File: config.mk
export PLATFORM = sky130hd
export DESIGN_NAME = gcsc_clock_control
export DESIGN_NICKNAME = d
export VERILOG_FILES = /design/src/include/gcsc_pkg.sv /design/src/design/gcsc_clock_control.sv
export SDC_FILE = /design/constraint.sdc
export NUM_CORES = 1
export LEC_CHECK = 0
export ABC_CLOCK_PERIOD_IN_PS = 4700
export BUFFER_PORTS_ARGS = -buffer_cell sky130_fd_sc_hd__buf_2
export CORE_MARGIN = 2
export CORE_UTILIZATION = 25
export CTS_BUF_LIST = sky130_fd_sc_hd__clkbuf_8 sky130_fd_sc_hd__clkbuf_16
export DETAILED_ROUTE_END_ITERATION = 6
export PLACE_DENSITY = 0.43
export REMOVE_ABC_BUFFERS = 1
export SETUP_SLACK_MARGIN = 0.02
export SYNTH_ARGS = -nofsm -noshare
export SYNTH_HDL_FRONTEND = slang
export SYNTH_SLANG_ARGS = --single-unit
export TNS_END_PERCENT = 10
File: constraint.sdc
create_clock -name core_clk -period 4.7 [get_ports core_clk]
set_input_delay 0.94 -clock core_clk [delete_from_list [all_inputs] [get_ports core_clk]]
set_output_delay 0.94 -clock core_clk [all_outputs]
set_load 0.02 [all_outputs]
File: src/include/gcsc_pkg.sv
// Constants for the global clock source control block
package gcsc_pkg;

  // Register byte offsets on the APB port
  localparam int ADDR_W = 8;
  localparam logic [7:0] CFG_OFF = 8'h00;
  localparam logic [7:0] STATUS_OFF = 8'h04;
  localparam logic [7:0] LEVEL_OFF = 8'h08;

  // Synchronised source vector layout
  localparam int SYNC_W = 15;
  localparam int PIN_LSB = 0;
  localparam int DP_BIT = 2;
  localparam int CORNER_LSB = 3;
  localparam int PLLA_LSB = 5;
  localparam int PLLB_LSB = 10;
  localparam int PLL_OUTS = 5;

  // Static configuration register fields
  localparam int CFG_W = 13;
  localparam logic [12:0] CFG_RESET = 13'h0000;
  localparam int MODE_LSB = 0;
  localparam int CORNER_PICK = 2;
  localparam int PICK0_LSB = 3;
  localparam int PICK1_LSB = 5;
  localparam int SW_STATIC = 7;
  localparam int SW_DYNAMIC = 8;
  localparam int NET_OFF = 9;
  localparam int DP_DRIVE = 10;
  localparam int DP_VALUE = 11;
  localparam int DP_CORNER = 12;

  // Status register fields
  localparam int ST_MODE_LSB = 0;
  localparam int ST_GATE = 2;
  localparam int ST_NET = 3;
  localparam int ST_FEED_OK = 4;
  localparam int ST_USER = 5;
  localparam int ST_REF = 6;
  localparam int ST_INDEX_LSB = 7;

  // Source modes held in the configuration register
  typedef enum logic [1:0] {
    MODE_DYN = 2'h0,
    MODE_DPIN = 2'h1,
    MODE_LOGIC = 2'h2,
    MODE_NONE = 2'h3
  } gcsc_mode_t;

  // Network counts per device variant
  localparam int NET_COUNT_GX = 30;
  localparam int NET_COUNT_E = 20;
  localparam int NET_COUNT_SMALL = 10;

endpackage

File: src/design/gcsc_clock_control.sv
// One clock control block feeding a single global clock network
//
// Function
// - Pins, PLL, dual-purpose, logic sources drive one network
// - Network feeds PLL only from PLL/pin sources
// - Dual-purpose pin source never feeds a PLL
// - Internal logic source never feeds a PLL
// - Only pins and PLL outputs switch at run time
// - Two-bit dynamic select picks the network source
// - Static selects locked during user mode
// - PLL input mux by static or dynamic switch
// - Two PLL taps chosen from four candidates
// - Five PLL outputs, only two reach network
// - Logic enable powers network on or off
// - One corner pin feeds block, other free
// - Unused clock pin becomes fabric-registered input
// - Left side of transceiver part has no pins
// - Five or six blocks per side, 30/20 total
// - Left side of other variant has no pins
// - Smallest parts only have networks 0 to 9
// - Dual-purpose pin is bidirectional control carrier
// - Logic source static only, four inputs dynamic
// - Enable sampled on falling edge of source
//
// Implementation choices: the APB register port and the placing of the registers.
`timescale 1ns/1ps

module gcsc_clock_control #(
  parameter int NET_LIMIT = gcsc_pkg::NET_COUNT_GX,
  parameter int NET_INDEX = 0,
  parameter bit LEFT_SIDE = 1'b0
) (
  input wire logic core_clk,
  input wire logic rst,
  input wire logic ce,
  input wire logic [1:0] clkPin,
  input wire logic dpIn,
  output logic dpOut,
  output logic dpOe,
  input wire logic [1:0] cornerPin,
  input wire logic [4:0] pllAOut,
  input wire logic [4:0] pllBOut,
  input wire logic logicSrc,
  input wire logic [1:0] dynSel,
  input wire logic netEnable,
  input wire logic clkSwitch,
  input wire logic userMode,
  output logic globalNet,
  output logic pllFeed,
  output logic pllRef,
  output logic [1:0] clkPinGpio,
  output logic cornerGpio,
  input wire logic [7:0] paddr,
  input wire logic psel,
  input wire logic penable,
  input wire logic pwrite,
  input wire logic [31:0] pwdata,
  output logic [31:0] prdata,
  output logic pready,
  output logic pslverr
);

  // Device-level network count limits the index of this block
  if (!(NET_LIMIT == gcsc_pkg::NET_COUNT_GX ||
        NET_LIMIT == gcsc_pkg::NET_COUNT_E ||
        NET_LIMIT == gcsc_pkg::NET_COUNT_SMALL)) begin : g_bad_limit
    $error("NET_LIMIT must be 30, 20 or 10");
  end
  // An index past the count would name a network that is absent
  if (NET_INDEX < 0 || NET_INDEX >= NET_LIMIT) begin : g_bad_index
    $error("NET_INDEX outside the network range");
  end

  typedef struct packed {
    logic [gcsc_pkg::SYNC_W-1:0] s1;
    logic [gcsc_pkg::SYNC_W-1:0] s2;
    logic [gcsc_pkg::SYNC_W-1:0] s3;
    logic [gcsc_pkg::SYNC_W-1:0] filt;
    logic [gcsc_pkg::CFG_W-1:0] cfg;
    logic gateEn;
    logic prevSrc;
    logic netOut;
    logic feedOut;
    logic refOut;
    logic [31:0] rdata;
  } gcsc_state_t;

  gcsc_state_t st_reg;
  gcsc_state_t st_next;

  logic [gcsc_pkg::SYNC_W-1:0] rawIn;
  gcsc_pkg::gcsc_mode_t mode;
  logic [1:0] pinLvl;
  logic dualLvl;
  logic tap0;
  logic tap1;
  logic srcLvl;
  logic feedOk;
  logic switchCtl;
  logic access;
  logic setup;
  logic cfgWrite;
  logic hit;
  logic [31:0] readVal;

  // Candidate PLL outputs: two taps from each adjacent PLL
  function automatic logic pllCand(input logic [1:0] idx,
                                   input logic [gcsc_pkg::SYNC_W-1:0] f);
    logic r;
    r = 1'b0;
    unique case (idx)
      2'h0: r = f[gcsc_pkg::PLLA_LSB];
      2'h1: r = f[gcsc_pkg::PLLA_LSB + 1];
      2'h2: r = f[gcsc_pkg::PLLB_LSB];
      2'h3: r = f[gcsc_pkg::PLLB_LSB + 1];
    endcase
    return r;
  endfunction

  // Every external source is treated as asynchronous to core_clk
  assign rawIn = {pllBOut, pllAOut, cornerPin, dpIn, clkPin};

  // Static fields decoded from the configuration register
  assign mode = gcsc_pkg::gcsc_mode_t'(
    st_reg.cfg[gcsc_pkg::MODE_LSB +: 2]);
  // Left-side blocks have no dedicated pins; they read as low
  assign pinLvl = LEFT_SIDE ? 2'h0
                : st_reg.filt[gcsc_pkg::PIN_LSB +: 2];
  // Only the chosen corner pin reaches the block
  assign dualLvl = st_reg.cfg[gcsc_pkg::DP_CORNER]
    ? st_reg.filt[gcsc_pkg::CORNER_LSB
        + int'(st_reg.cfg[gcsc_pkg::CORNER_PICK])]
    : st_reg.filt[gcsc_pkg::DP_BIT];
  // Two taps out of four PLL candidates, the rest never reach here
  assign tap0 = pllCand(st_reg.cfg[gcsc_pkg::PICK0_LSB +: 2],
                        st_reg.filt);
  assign tap1 = pllCand(st_reg.cfg[gcsc_pkg::PICK1_LSB +: 2],
                        st_reg.filt);

  // Source mux; dynamic select only reaches pins and PLL taps
  always_comb begin
    srcLvl = 1'b0;
    unique case (mode)
      gcsc_pkg::MODE_DYN: begin
        unique case (dynSel)
          2'h0: srcLvl = pinLvl[0];
          2'h1: srcLvl = pinLvl[1];
          2'h2: srcLvl = tap0;
          2'h3: srcLvl = tap1;
        endcase
      end
      gcsc_pkg::MODE_DPIN: srcLvl = dualLvl;
      gcsc_pkg::MODE_LOGIC: srcLvl = logicSrc;
      gcsc_pkg::MODE_NONE: srcLvl = 1'b0;
    endcase
  end

  // PLL feed allowed only from dynamic pin or PLL sources
  assign feedOk = (mode == gcsc_pkg::MODE_DYN);

  // With SW_DYNAMIC set, manual switchover overrides the static PLL input choice
  assign switchCtl = st_reg.cfg[gcsc_pkg::SW_DYNAMIC]
                   ? clkSwitch : st_reg.cfg[gcsc_pkg::SW_STATIC];

  // APB phases; the slave never inserts wait states
  assign setup = psel && !penable;
  assign access = psel && penable;
  assign cfgWrite = access && pwrite && (paddr == gcsc_pkg::CFG_OFF);

  // Register read decode with hit flag for unmapped addresses
  always_comb begin
    hit = 1'b1;
    readVal = 32'h0000_0000;
    unique case (paddr)
      gcsc_pkg::CFG_OFF: begin
        readVal[gcsc_pkg::CFG_W-1:0] = st_reg.cfg;
      end
      gcsc_pkg::STATUS_OFF: begin
        readVal[gcsc_pkg::ST_MODE_LSB +: 2] = mode;
        readVal[gcsc_pkg::ST_GATE] = st_reg.gateEn;
        readVal[gcsc_pkg::ST_NET] = st_reg.netOut;
        readVal[gcsc_pkg::ST_FEED_OK] = feedOk;
        readVal[gcsc_pkg::ST_USER] = userMode;
        readVal[gcsc_pkg::ST_REF] = st_reg.refOut;
        readVal[gcsc_pkg::ST_INDEX_LSB +: 5] = 5'(NET_INDEX);
      end
      gcsc_pkg::LEVEL_OFF: begin
        readVal[gcsc_pkg::SYNC_W-1:0] = st_reg.filt;
      end
      default: hit = 1'b0;
    endcase
  end

  // Next-state logic; ce low freezes every flip-flop
  always_comb begin
    st_next = st_reg;
    if (ce) begin
      // Three-stage sync, a change counts once stages two and three agree
      st_next.s1 = rawIn;
      st_next.s2 = st_reg.s1;
      st_next.s3 = st_reg.s2;
      for (int i = 0; i < gcsc_pkg::SYNC_W; i++) begin
        if (st_reg.s2[i] == st_reg.s3[i]) begin
          st_next.filt[i] = st_reg.s2[i];
        end
      end
      // Static selects writable only before user mode starts
      if (cfgWrite && !userMode) begin
        st_next.cfg = pwdata[gcsc_pkg::CFG_W-1:0];
      end
      // Enable taken only on a falling source edge: no short high phase
      st_next.prevSrc = srcLvl;
      if (st_reg.prevSrc && !srcLvl) begin
        st_next.gateEn = netEnable &&
                         !st_reg.cfg[gcsc_pkg::NET_OFF];
      end
      st_next.netOut = srcLvl && st_reg.gateEn;
      st_next.feedOut = srcLvl && st_reg.gateEn && feedOk;
      st_next.refOut = switchCtl ? pinLvl[1] : pinLvl[0];
      // Read data captured in the setup phase so it comes from a flop
      if (setup) begin
        st_next.rdata = readVal;
      end
    end
  end

  // State register
  always_ff @(posedge core_clk or posedge rst) begin
    if (rst) begin
      st_reg <= '0;
      st_reg.cfg <= gcsc_pkg::CFG_RESET;
    end else begin
      st_reg <= st_next;
    end
  end

  // Outputs
  assign globalNet = st_reg.netOut;
  assign pllFeed = st_reg.feedOut;
  assign pllRef = st_reg.refOut;
  // Spare pins read through fabric flops, no pad register
  assign clkPinGpio = pinLvl;
  assign cornerGpio = st_reg.filt[gcsc_pkg::CORNER_LSB
    + int'(!st_reg.cfg[gcsc_pkg::CORNER_PICK])];
  // Pad driver never fights the pin while it is the network source
  assign dpOut = st_reg.cfg[gcsc_pkg::DP_VALUE];
  assign dpOe = st_reg.cfg[gcsc_pkg::DP_DRIVE] &&
    !(mode == gcsc_pkg::MODE_DPIN &&
      !st_reg.cfg[gcsc_pkg::DP_CORNER]);
  assign prdata = st_reg.rdata;
  assign pready = 1'b1;
  // Error for unmapped access or a locked configuration write
  assign pslverr = access && (!hit || (cfgWrite && userMode));
endmodule

# Word-level counts from Yosys, hierarchy flattened
# Cells that the tools add are included.
# totals
ff_bits	93
inputBits	67
output_inout_bits	42
wordCells	121
# op_classes
addsub	2
n_lt_le_gt_ge	2
n_eq_ne	29
n_mux	17
reduce_logical	46
# op_table
op	n
$pmux 12 s3	1
$reduce_and 2->1	18
$eq 2x2->1 const B	8
$pmux 1 s4	4
$eq 1x1->1	15
$logic_and 1x1->1	13
$lt 3x5->1 const B	2
$bmux 1 s4	2
$eq 2x1->1 const B	4
$eq 8x3->1 const B	1
$eq 8x4->1 const B	1
$logic_not 1->1	8
$logic_not 2->1	4
$logic_not 8->1	1
$mux 1	8
$add 2x1->3 const A	2
$reduce_or 3->1	1
$mux 2	1
$pmux 1 s2	1
$logic_or 1x1->1	1

# Depth between registers and ports, before layout
# Gate-level depths: netlist (run 1).
# logic_depth
ltp_word	9
depth_mapped	6
mapped_depth_nobuf	5

# Least setup slack after synthesis (run 1)
# OpenSTA, ideal clock, no wires.
# synth_path
path_type	input-to-output
from	input port paddr[7]
to	output port pslverr
arrival_time_ns	1.668
required_ns	3.760
path_slack_ns	2.092
cell_stages	4
cell_sequence	nor4_2 nand2_2 a21oi_1 a21oi_1
# synth_via
elab_chain_len	6
elab_cells_between_ends	10
classes_between	eq/ne (2); mux (1); reduce/logical (7)
# synth_rtl
item	line	source
from (decl)	gcsc_clock_control.sv:53	input wire logic [7:0] paddr,
$eq 8x4->1 (tied with other cells)	gcsc_clock_control.sv:174	unique case (paddr)
$reduce_or 3->1 (no source line)	--	
$mux 1	gcsc_clock_control.sv:174	
$logic_not 1->1	gcsc_clock_control.sv:253	assign pslverr = access && (!hit || (cfgWrite && userMode));
$logic_or 1x1->1 (*)	gcsc_clock_control.sv:253	
$logic_and 1x1->1 (*)	gcsc_clock_control.sv:253	
to (decl)	gcsc_clock_control.sv:60	output logic pslverr
# Every way passes the cells marked *; elsewhere a longest branch is shown, timed or not.

# Final worst setup path (run 1)
# Ends and elaborated chain as after synthesis.

==> results of run 1 <==
-- power by group through the flow --
stage | logic [mW] | registers (mW) | clock network, mW
global placement | 0.288 | 1.01 | 0
finish | 0.293 | 1.00 | 0.866
global route | 0.332 | 1.02 | 0.928
CTS | 0.300 | 1.00 | 0.896
detailed placement | 0.299 | 1.02 | 0
floorplan | 0.200 | 0.993 | 0
-- final cells by class --
class / count / area (sq um) / area share (%)
clock inverters: 5 / 125 / 2.45
inverters: 6 / 23.8 / 0.466
clock buffers: 9 / 225 / 4.42
flip-flops and latches: 93 / 2330 / 45.6
multi-input cells: 242 / 1720 / 33.6
well taps: 225 / 282 / 5.52
repair buffers: 77 / 400 / 7.85
-- path summary, 6_finish.rpt --
path / end / cells after the start / from / slack [ps]
min in group core_clk: prdata[14] / 2 / prdata[14] / 470
hold / removal: st_reg[107] / 2 / rst / 470
max in group asynchronous: st_reg[94] / 3 / rst / 3440
setup reg to reg: st_reg[36] / 5 / st_reg[40] / 2810
setup / recovery: pslverr / 6 / paddr[7] / 1830
hold reg to reg: prdata[14] / 2 / prdata[14] / 470
-- logic make-up after synthesis --
group | after synthesis | share of synthesized area (%)
DFF | 93 | 53.6
and+or+nand+nor | 81 | 9.75
muxes | 77 | 20.0
AOI/OAI and AO/OA | 66 | 8.28
buffers and inverters | 56 | 8.22
other | 2 | 0.173
-- routing by layer --
| metal | track usage [%] | wire, um | vias to the layer above | part of all wire, % |
|---|---|---|---|---|
| li1 | - | - | 1356 | - |
| met1 | 14.9 | 4500 | 1352 | 47 |
| met2 | 17.6 | 4470 | 67 | 47 |
| met3 | 3.74 | 527 | 7 | 5.5 |
| met4 | 3.30 | 95 | 0 | 0.99 |
| met5 | 0 | 0 | - | 0 |
-- per-stage QoR --
| step | cell area (sq um) | std cells | hold slack [ps] | worst slack (ps) | power, mW |
|---|---|---|---|---|---|
| after floorplan | 4070 | 341 | 475 | 1340 | 1.19 |
| after global placement | 4750 | 643 | 465 | 1790 | 1.30 |
| after detailed placement | 4750 | 643 | 466 | 1810 | 1.32 |
| after CTS | 5100 | 657 | 466 | 1810 | 2.20 |
| after global routing | 5100 | 657 | 476 | 1660 | 2.28 |
| final | 5100 | 657 | 474 | 1830 | 2.16 |
-- worst max-delay path, cell delays in order --
cell     delay [ps]
buf_2           100
nor4_2          280
nand2_2         150
a21oi_1         200
a21oi_1         100
buf_2           160
-- cells in the mapped netlist, drive strengths merged --
cell type and n:
a211o 1, a21oi 38, a22oi 2, a311o 1, a311oi 1, a31oi 1, buf 45, clkbuf 5
conb 2, dfrtp 93, inv 6, mux2 58, mux2i 19, nand2 24, nand2b 17, nand3 1
nand3b 2, nand4bb 1, nor2 24, nor2b 4, nor3b 2, nor4 3, nor4b 1, o21ai 18
o22ai 2, o31a 1, o32ai 1, or3 2
==> flow_metrics.tcl, run 1 <==
set metrics [dict create \
    synth_area_leaders "dfrtp_1, mux2_2, buf_4" \
    leakagePower_nw 2.32 \
    fmax_ghz 0.348 \
    viasPerCell 4.23 \
    io_pins 109 \
    pwr-share-comb_pct 13.6 \
    cp_max_fo 5 \
    syn_to_final_growth_pct 17.5 \
    period_needed_ps 2870 \
    cts.sinks 93 \
    root_buffer "clkbuf_16" \
    slew_headroom_pct 58.1 \
    grt_max_degree 44 \
    vias 2782 \
    fin_skew_ps 6.54 \
    globalRoute.totalOverflow 0 \
    post-cts-setup-buffer-count 0 \
    synth.distinct_cells 36 \
    fin_nets 496 \
    p_sw_mw 0.542 \
    syn_inst 375 \
    cts.clk_slew.worst_paths_ps 60 \
    synth_area_leader_cell "dfrtp_1" \
    yosysWarnings 0 \
    path_class "primary input to primary output" \
    final_hold_viol_count 0 \
    cts_resized 0 \
    powerDensity_nw_per_um2 424 \
    internal_power_mw 1.62 \
    worstMarginPinSlew_ps 626 \
    final_cell_mix "dfrtp_1, buf_2, mux2_2" \
    power_frac_clock_pct 40.1 \
    maxSlewViolCount 0 \
    start_kind "primary input" \
    insertion_delay_ps 350 \
    cts_tree "done" \
    grt_pass1_wl_um 15500 \
    antenna_left 0 \
    die-area_sq_um 18400 \
    fill_cells 1765 \
    synth_area_sq_um 4340 \
    grt_pass1_vias 2761 \
    drcViolationCount 0 \
    peakVddDrop_mv 0.171 \
    worstSetupEndpointType "primary output" \
    coreArea_sq_um 17100 \
    drtIter0Drc 119 \
    drt-total-wl_um 9590 \
    setup_viol 0 \
    arrival_ps 1930 \
    die_w_um 136 \
    cts_made_buffers 9 \
    synth_seq_area_share_pct 53.6 \
    insertedDiodeCount 0 \
    layout_commonest_cell "dfrtp_1" \
    die_h_um 136 \
    drv_cap 0 \
    clk_path_buf_depth 2 \
    swShare_pct 25.1 \
    status "finished, final reports clean" \
    portBuffers 71 \
    largest_register_ffs 70 \
    avgSynthCellArea_sq_um 11.6 \
    rows 48 \
    dr.pass1.iters 4 \
    gr-usage-all-layers_pct 11.3 \
    netlist.area_leader.share_pct 53.6 \
    rsz0062_at_grt "no" \
    period_share_pct 61.1 \
    cts_hold_buf 0 \
    seqPwrFrac_pct 46.3 \
    drive_gt1_share_pct 35.6 \
    drt-wirelength-per-cell_um 14.6 \
    finalWeightedCongestion 0.709 \
    start_util_pct 25.4 \
    dp_hpwl_um 6950 \
    required_ps 3760 \
    antenna_found_initial 0 \
    cts_htree_levels 3 \
    ys_seq_elements 93 \
    postLayoutCoreUtil_pct 29.8 \
    fin_setup_tns_ps 0 \
    min_path_type "primary input to asynchronous set/reset pin" \
]
(Power assumes the default switching activity.)
==> run 2, diff against run 1 <==
ABC_CLOCK_PERIOD_IN_PS = 2900   (was 4700)
clock period = 2.9 ns   (was 4.7 ns; I/O delays follow)
==> flow_metrics.tcl, run 2 (same netlist as run 1, synthesis figures left out) <==
set metrics [dict create \
    io_pins 109 \
    cts_resized 0 \
    worstMarginPinSlew_ps 772 \
    grt_max_degree 61 \
    period_needed_ps 2160 \
    period_share_pct 74.5 \
    clk_path_buf_depth 2 \
    min_path_type "primary input to asynchronous set/reset pin" \
    die_w_um 136 \
    dr.pass1.iters 4 \
    powerDensity_nw_per_um2 679 \
    coreArea_sq_um 17100 \
    required_ps 2320 \
    vias 2821 \
    ff_latch_area_sq_um 2330 \
    final_cell_mix "dfrtp_1, buf_2, mux2_2" \
    portBuffers 71 \
    finalNonFillerCells 660 \
    rsz0062_at_grt "no" \
    gr-usage-all-layers_pct 11.1 \
    cts_htree_levels 3 \
    finalWeightedCongestion 0.723 \
    start_kind "primary input" \
    layout_commonest_cell "dfrtp_1" \
    postLayoutCoreUtil_pct 29.9 \
    setup_viol 0 \
    drt-total-wl_um 9590 \
    cts_hold_buf 0 \
    antenna_left 0 \
    fill_cells 1804 \
    grt_pass1_vias 2809 \
    peakVddDrop_mv 0.334 \
    cts.sinks 93 \
    path_class "primary input to primary output" \
    slew_headroom_pct 48.6 \
    multi_input_area_sq_um 1720 \
    drcViolationCount 0 \
    drtIter0Drc 159 \
    fin_setup_tns_ps 0 \
    worstSetupEndpoint "pslverr" \
    fmax_ghz 0.463 \
    crit_start "paddr[7]" \
    die-area_sq_um 18400 \
    largest_register_ffs 70 \
    rows 48 \
    maxSlewViolCount 0 \
    drive_gt1_share_pct 36.1 \
    arrival_ps 1580 \
    dpl.cell_count 644 \
    fin_nets 497 \
    cts.clk_slew.worst_paths_ps 60 \
    worstSetupEndpointType "primary output" \
    grt_pass1_wl_um 15400 \
    cts_made_buffers 9 \
    fin_skew_ps 6.83 \
    final_hold_viol_count 0 \
    root_buffer "clkbuf_16" \
    post-cts-setup-buffer-count 0 \
    viasPerCell 4.27 \
    leakagePower_nw 2.33 \
    insertion_delay_ps 350 \
    reg2reg_slack_ps 950 \
    status "finished, final reports clean" \
    dp_hpwl_um 6940 \
    drt-wirelength-per-cell_um 14.5 \
    cts_tree "done" \
    globalRoute.totalOverflow 0 \
    die_h_um 136 \
    antenna_found_initial 0 \
    start_util_pct 25.4 \
    drv_cap 0 \
    insertedDiodeCount 0 \
    cp_max_fo 5 \
    worstReg2RegStart "st_reg[40]" \
    r2r_end "st_reg[36]" \
    reg2reg_depth 5 \
    syn_to_final_growth_pct 17.9 \
    holdWs_ps 333 \
]
[run 2: cell count changes in the layout (fill, tap and decap cells not counted), sizes merged]
cell / before / now
clkbuf: 9 / 10
clkinvlp: 0 / 2
bufinv: 4 / 3
buf: 77 / 78
[run 2: report_power, final]
part           internal, mW  switching [mW]
logic                 0.238           0.242
registers              1.47           0.157
clock network         0.864           0.503
[run 2: through the flow]
stage | total power [mW] | instance area, sq um | setup slack [ps]
floorplan | 1.93 | 4070 | -100
global placement | 2.11 | 4770 | 689
detailed placement | 2.14 | 4770 | 672
CTS | 3.53 | 5120 | 701
global route | 3.66 | 5120 | 670
finish | 3.47 | 5120 | 739
[run 2: critical path, stage by stage]
cell     delay [ps]
buf_2           100
nor4_2          290
nand2_2         160
a21oi_1         190
a21oi_1         100
buf_2           160
[run 2: worst min path at each step]
stage | slack, ps | end | startpoint | cells past startpoint
6_report | 330 | st_reg[77] | rst | 2
5_1_grt | 400 | st_reg[77] | rst | 2
4_1_cts | 370 | prdata[7] | rst | 2
3_5_place_dp | 470 | prdata[5] | prdata[5] | 2
3_3_place_gp | 470 | prdata[13] | prdata[13] | 2
2_1_floorplan | 470 | clkPinGpio[0] | st_reg[80] | 2
[run 2: layout make-up]
cell class | count | area share, %
clock buffer | 10 | 4.67
clock inverter | 6 | 2.15
inverter | 6 | 0.465
multi-input combinational | 242 | 33.5
sequential | 93 | 45.5
tap | 225 | 5.50
timing repair buffer | 78 | 8.22
[run 2: routing by layer]
layer  vias up  global-route usage [%]  share of wire, %  wire length [um]
li1       1353                       -                 -                 -
met1      1387                    15.3                47              4520
met2        69                    16.6                46              4380
met3        12                    3.67               5.7               548
met4         0                    3.47               1.4               138
met5         -                       0                 0                 0
==> run 3, diff against run 2 <==
ABC_AREA = 1   (was unset)
ABC_CLOCK_PERIOD_IN_PS = 2300   (was 2900)
clock period = 2.3 ns   (was 2.9 ns; I/O delays follow)
==> flow_metrics.tcl, run 3 <==
set metrics [dict create \
    fin_nets 629 \
    r2r_end "pllFeed" \
    synth-async-reset-ratio_pct 100 \
    period_share_pct 84.5 \
    synth_area_leader_cell "dfrtp_1" \
    pwr-share-comb_pct 11.8 \
    fmax_ghz 0.514 \
    slew_headroom_pct 64.6 \
    antenna_found_initial 0 \
    dp_hpwl_um 7160 \
    drt-total-wl_um 10600 \
    powerDensity_nw_per_um2 779 \
    ff_latch_area_sq_um 2330 \
    synth_area_leaders "dfrtp_1, nand2_1, buf_4" \
    cts.sinks 93 \
    setup_viol 0 \
    grt_pass1_wl_um 17200 \
    synth.distinct_cells 29 \
    worstSetupEndpointType "primary output" \
    peakVddDrop_mv 0.359 \
    worstMarginPinSlew_ps 531 \
    syn_inst 511 \
    die-area_sq_um 18600 \
    cts_resized 0 \
    arrival_ps 1480 \
    place_area_sq_um 4780 \
    clk_path_buf_depth 2 \
    cts.clk_slew.worst_paths_ps 70 \
    rsz0062_at_grt "no" \
    root_buffer "clkbuf_16" \
    synth_most_common_cell "nand2_1" \
    synth_ff_type "dfrtp_1" \
    final_cell_mix "nand2_1, dfrtp_1, buf_2" \
    final_hold_viol_count 0 \
    drv_cap 0 \
    grt_pass1_vias 3229 \
    cts_made_buffers 9 \
    layout_commonest_cell "nand2_1" \
    finalWeightedCongestion 0.793 \
    drive_gt1_share_pct 20.1 \
    rows 48 \
    multi_input_area_sq_um 1520 \
    postLayoutCoreUtil_pct 29.7 \
    reg2reg_slack_ps 1020 \
    swShare_pct 27.0 \
    status "finished, final reports clean" \
    power_frac_clock_pct 39.1 \
    insertion_delay_ps 350 \
    post-cts-setup-buffer-count 0 \
    cts_tree "done" \
    die_w_um 136 \
    synth_area_sq_um 4370 \
    globalRoute.totalOverflow 0 \
    maxSlewViolCount 0 \
    ys_seq_elements 93 \
    cts_hold_buf 0 \
    leakagePower_nw 2.59 \
    fin_setup_tns_ps 0 \
    dr.pass1.iters 4 \
    cp_max_fo 3 \
    antenna_left 0 \
    gr-usage-all-layers_pct 12.3 \
    portBuffers 71 \
    path_class "primary input to primary output" \
    io_pins 109 \
    required_ps 1840 \
    seqPwrFrac_pct 49.0 \
    avgSynthCellArea_sq_um 8.55 \
    vias 3315 \
    synth_seq_area_share_pct 53.2 \
    insertedDiodeCount 0 \
    final_area_sq_um 5090 \
    start_kind "primary input" \
    drcViolationCount 0 \
    drtIter0Drc 173 \
    coreArea_sq_um 17200 \
    internal_power_mw 2.90 \
    syn_to_final_growth_pct 16.6 \
    viasPerCell 4.19 \
    start_util_pct 25.4 \
    fin_skew_ps 7.12 \
    fill_cells 1890 \
    min_path_type "primary input to asynchronous set/reset pin" \
    synth_commonest_cells "nand2_1, dfrtp_1, inv_1" \
    reg2reg_depth 7 \
    worstReg2RegStart "mode[1]" \
    cts_htree_levels 3 \
    netlist.area_leader.share_pct 53.2 \
    holdWs_ps 192 \
    yosysWarnings 0 \
    period_needed_ps 1940 \
    p_sw_mw 1.07 \
    synth_edf_count 0 \
    largest_register_ffs 70 \
    drt-wirelength-per-cell_um 13.4 \
    grt_max_degree 94 \
    die_h_um 136 \
]
[run 3: cell count changes in the layout (fill, tap and decap cells not counted), moves of 6 or more]
| cell | delta |
|---|---|
| o211ai_1 | +16 |
| nor2_1 | +9 |
| mux2_4 | -6 |
| nand2_1 | +115 |
| nand3_1 | +17 |
| o21ai_0 | +30 |
| o21ai_1 | +17 |
| inv_1 | +49 |
| nand2b_1 | -17 |
| mux2_2 | -52 |
| a21oi_1 | -28 |
| mux2i_1 | -18 |
| o21ai_2 | +8 |
[run 3: cell type report]
type	count	area share [%]
Sequential cell	93	45.7
Multi-Input combinational cell	322	29.9
Timing Repair Buffer	77	8.35
Tap cell	225	5.53
Clock buffer	12	5.23
Inverter	59	4.42
Clock inverter	4	0.884
[run 3: critical path, stage by stage]
cell and delay [ps]:
buf_2 90, nor2_1 90, nand2_1 130, nor2_2 120, nand3_1 90, inv_2 60, nand3_1 70, a211oi_2 170
buf_2 190
[run 3: worst max-delay path by stage]
stage / from / to / slack [ps]
after floorplan: rst / clkPinGpio[0] / -580
after global placement: paddr[7] / st_reg[39] / 270
after detailed placement: paddr[7] / st_reg[40] / 220
after CTS: paddr[7] / pslverr / 340
after global routing: paddr[7] / pslverr / 250
final: paddr[7] / pslverr / 360
[run 3: routing by layer]
layer	GRT usage (%)	vias up	share of wire, %
li1	-	1680	-
met3	3.50	11	4.9
met4	4.34	0	1.4
met2	19.2	75	45
met1	16.3	1549	48
met5	0	-	0
[run 3: cells by family after synthesis]
group	count (synthesis)	share of synthesized area [%]
flip-flops	93	53.2
other	2	0.172
multiplexers	1	0.229
AND/OR/NAND/NOR	199	19.2
buffers and inverters	112	13.3
AO/OA/AOI/OAI	104	13.9
[run 3: power by group through the flow]
stage	Combinational (mW)	Sequential (mW)	Clock, mW
after CTS	0.484	1.94	1.60
final	0.469	1.94	1.55
after global placement	0.471	1.97	0
after global routing	0.547	1.97	1.66
after floorplan	0.279	1.96	0
after detailed placement	0.481	1.97	0
[run 3: metrics by stage]
stage / cells / worst slack (ps) / power, mW
after CTS: 792 / 337 / 4.03
final: 792 / 356 / 3.97
after detailed placement: 776 / 221 / 2.45
after floorplan: 474 / -580 / 2.24
after global routing: 792 / 250 / 4.18
after global placement: 776 / 273 / 2.44
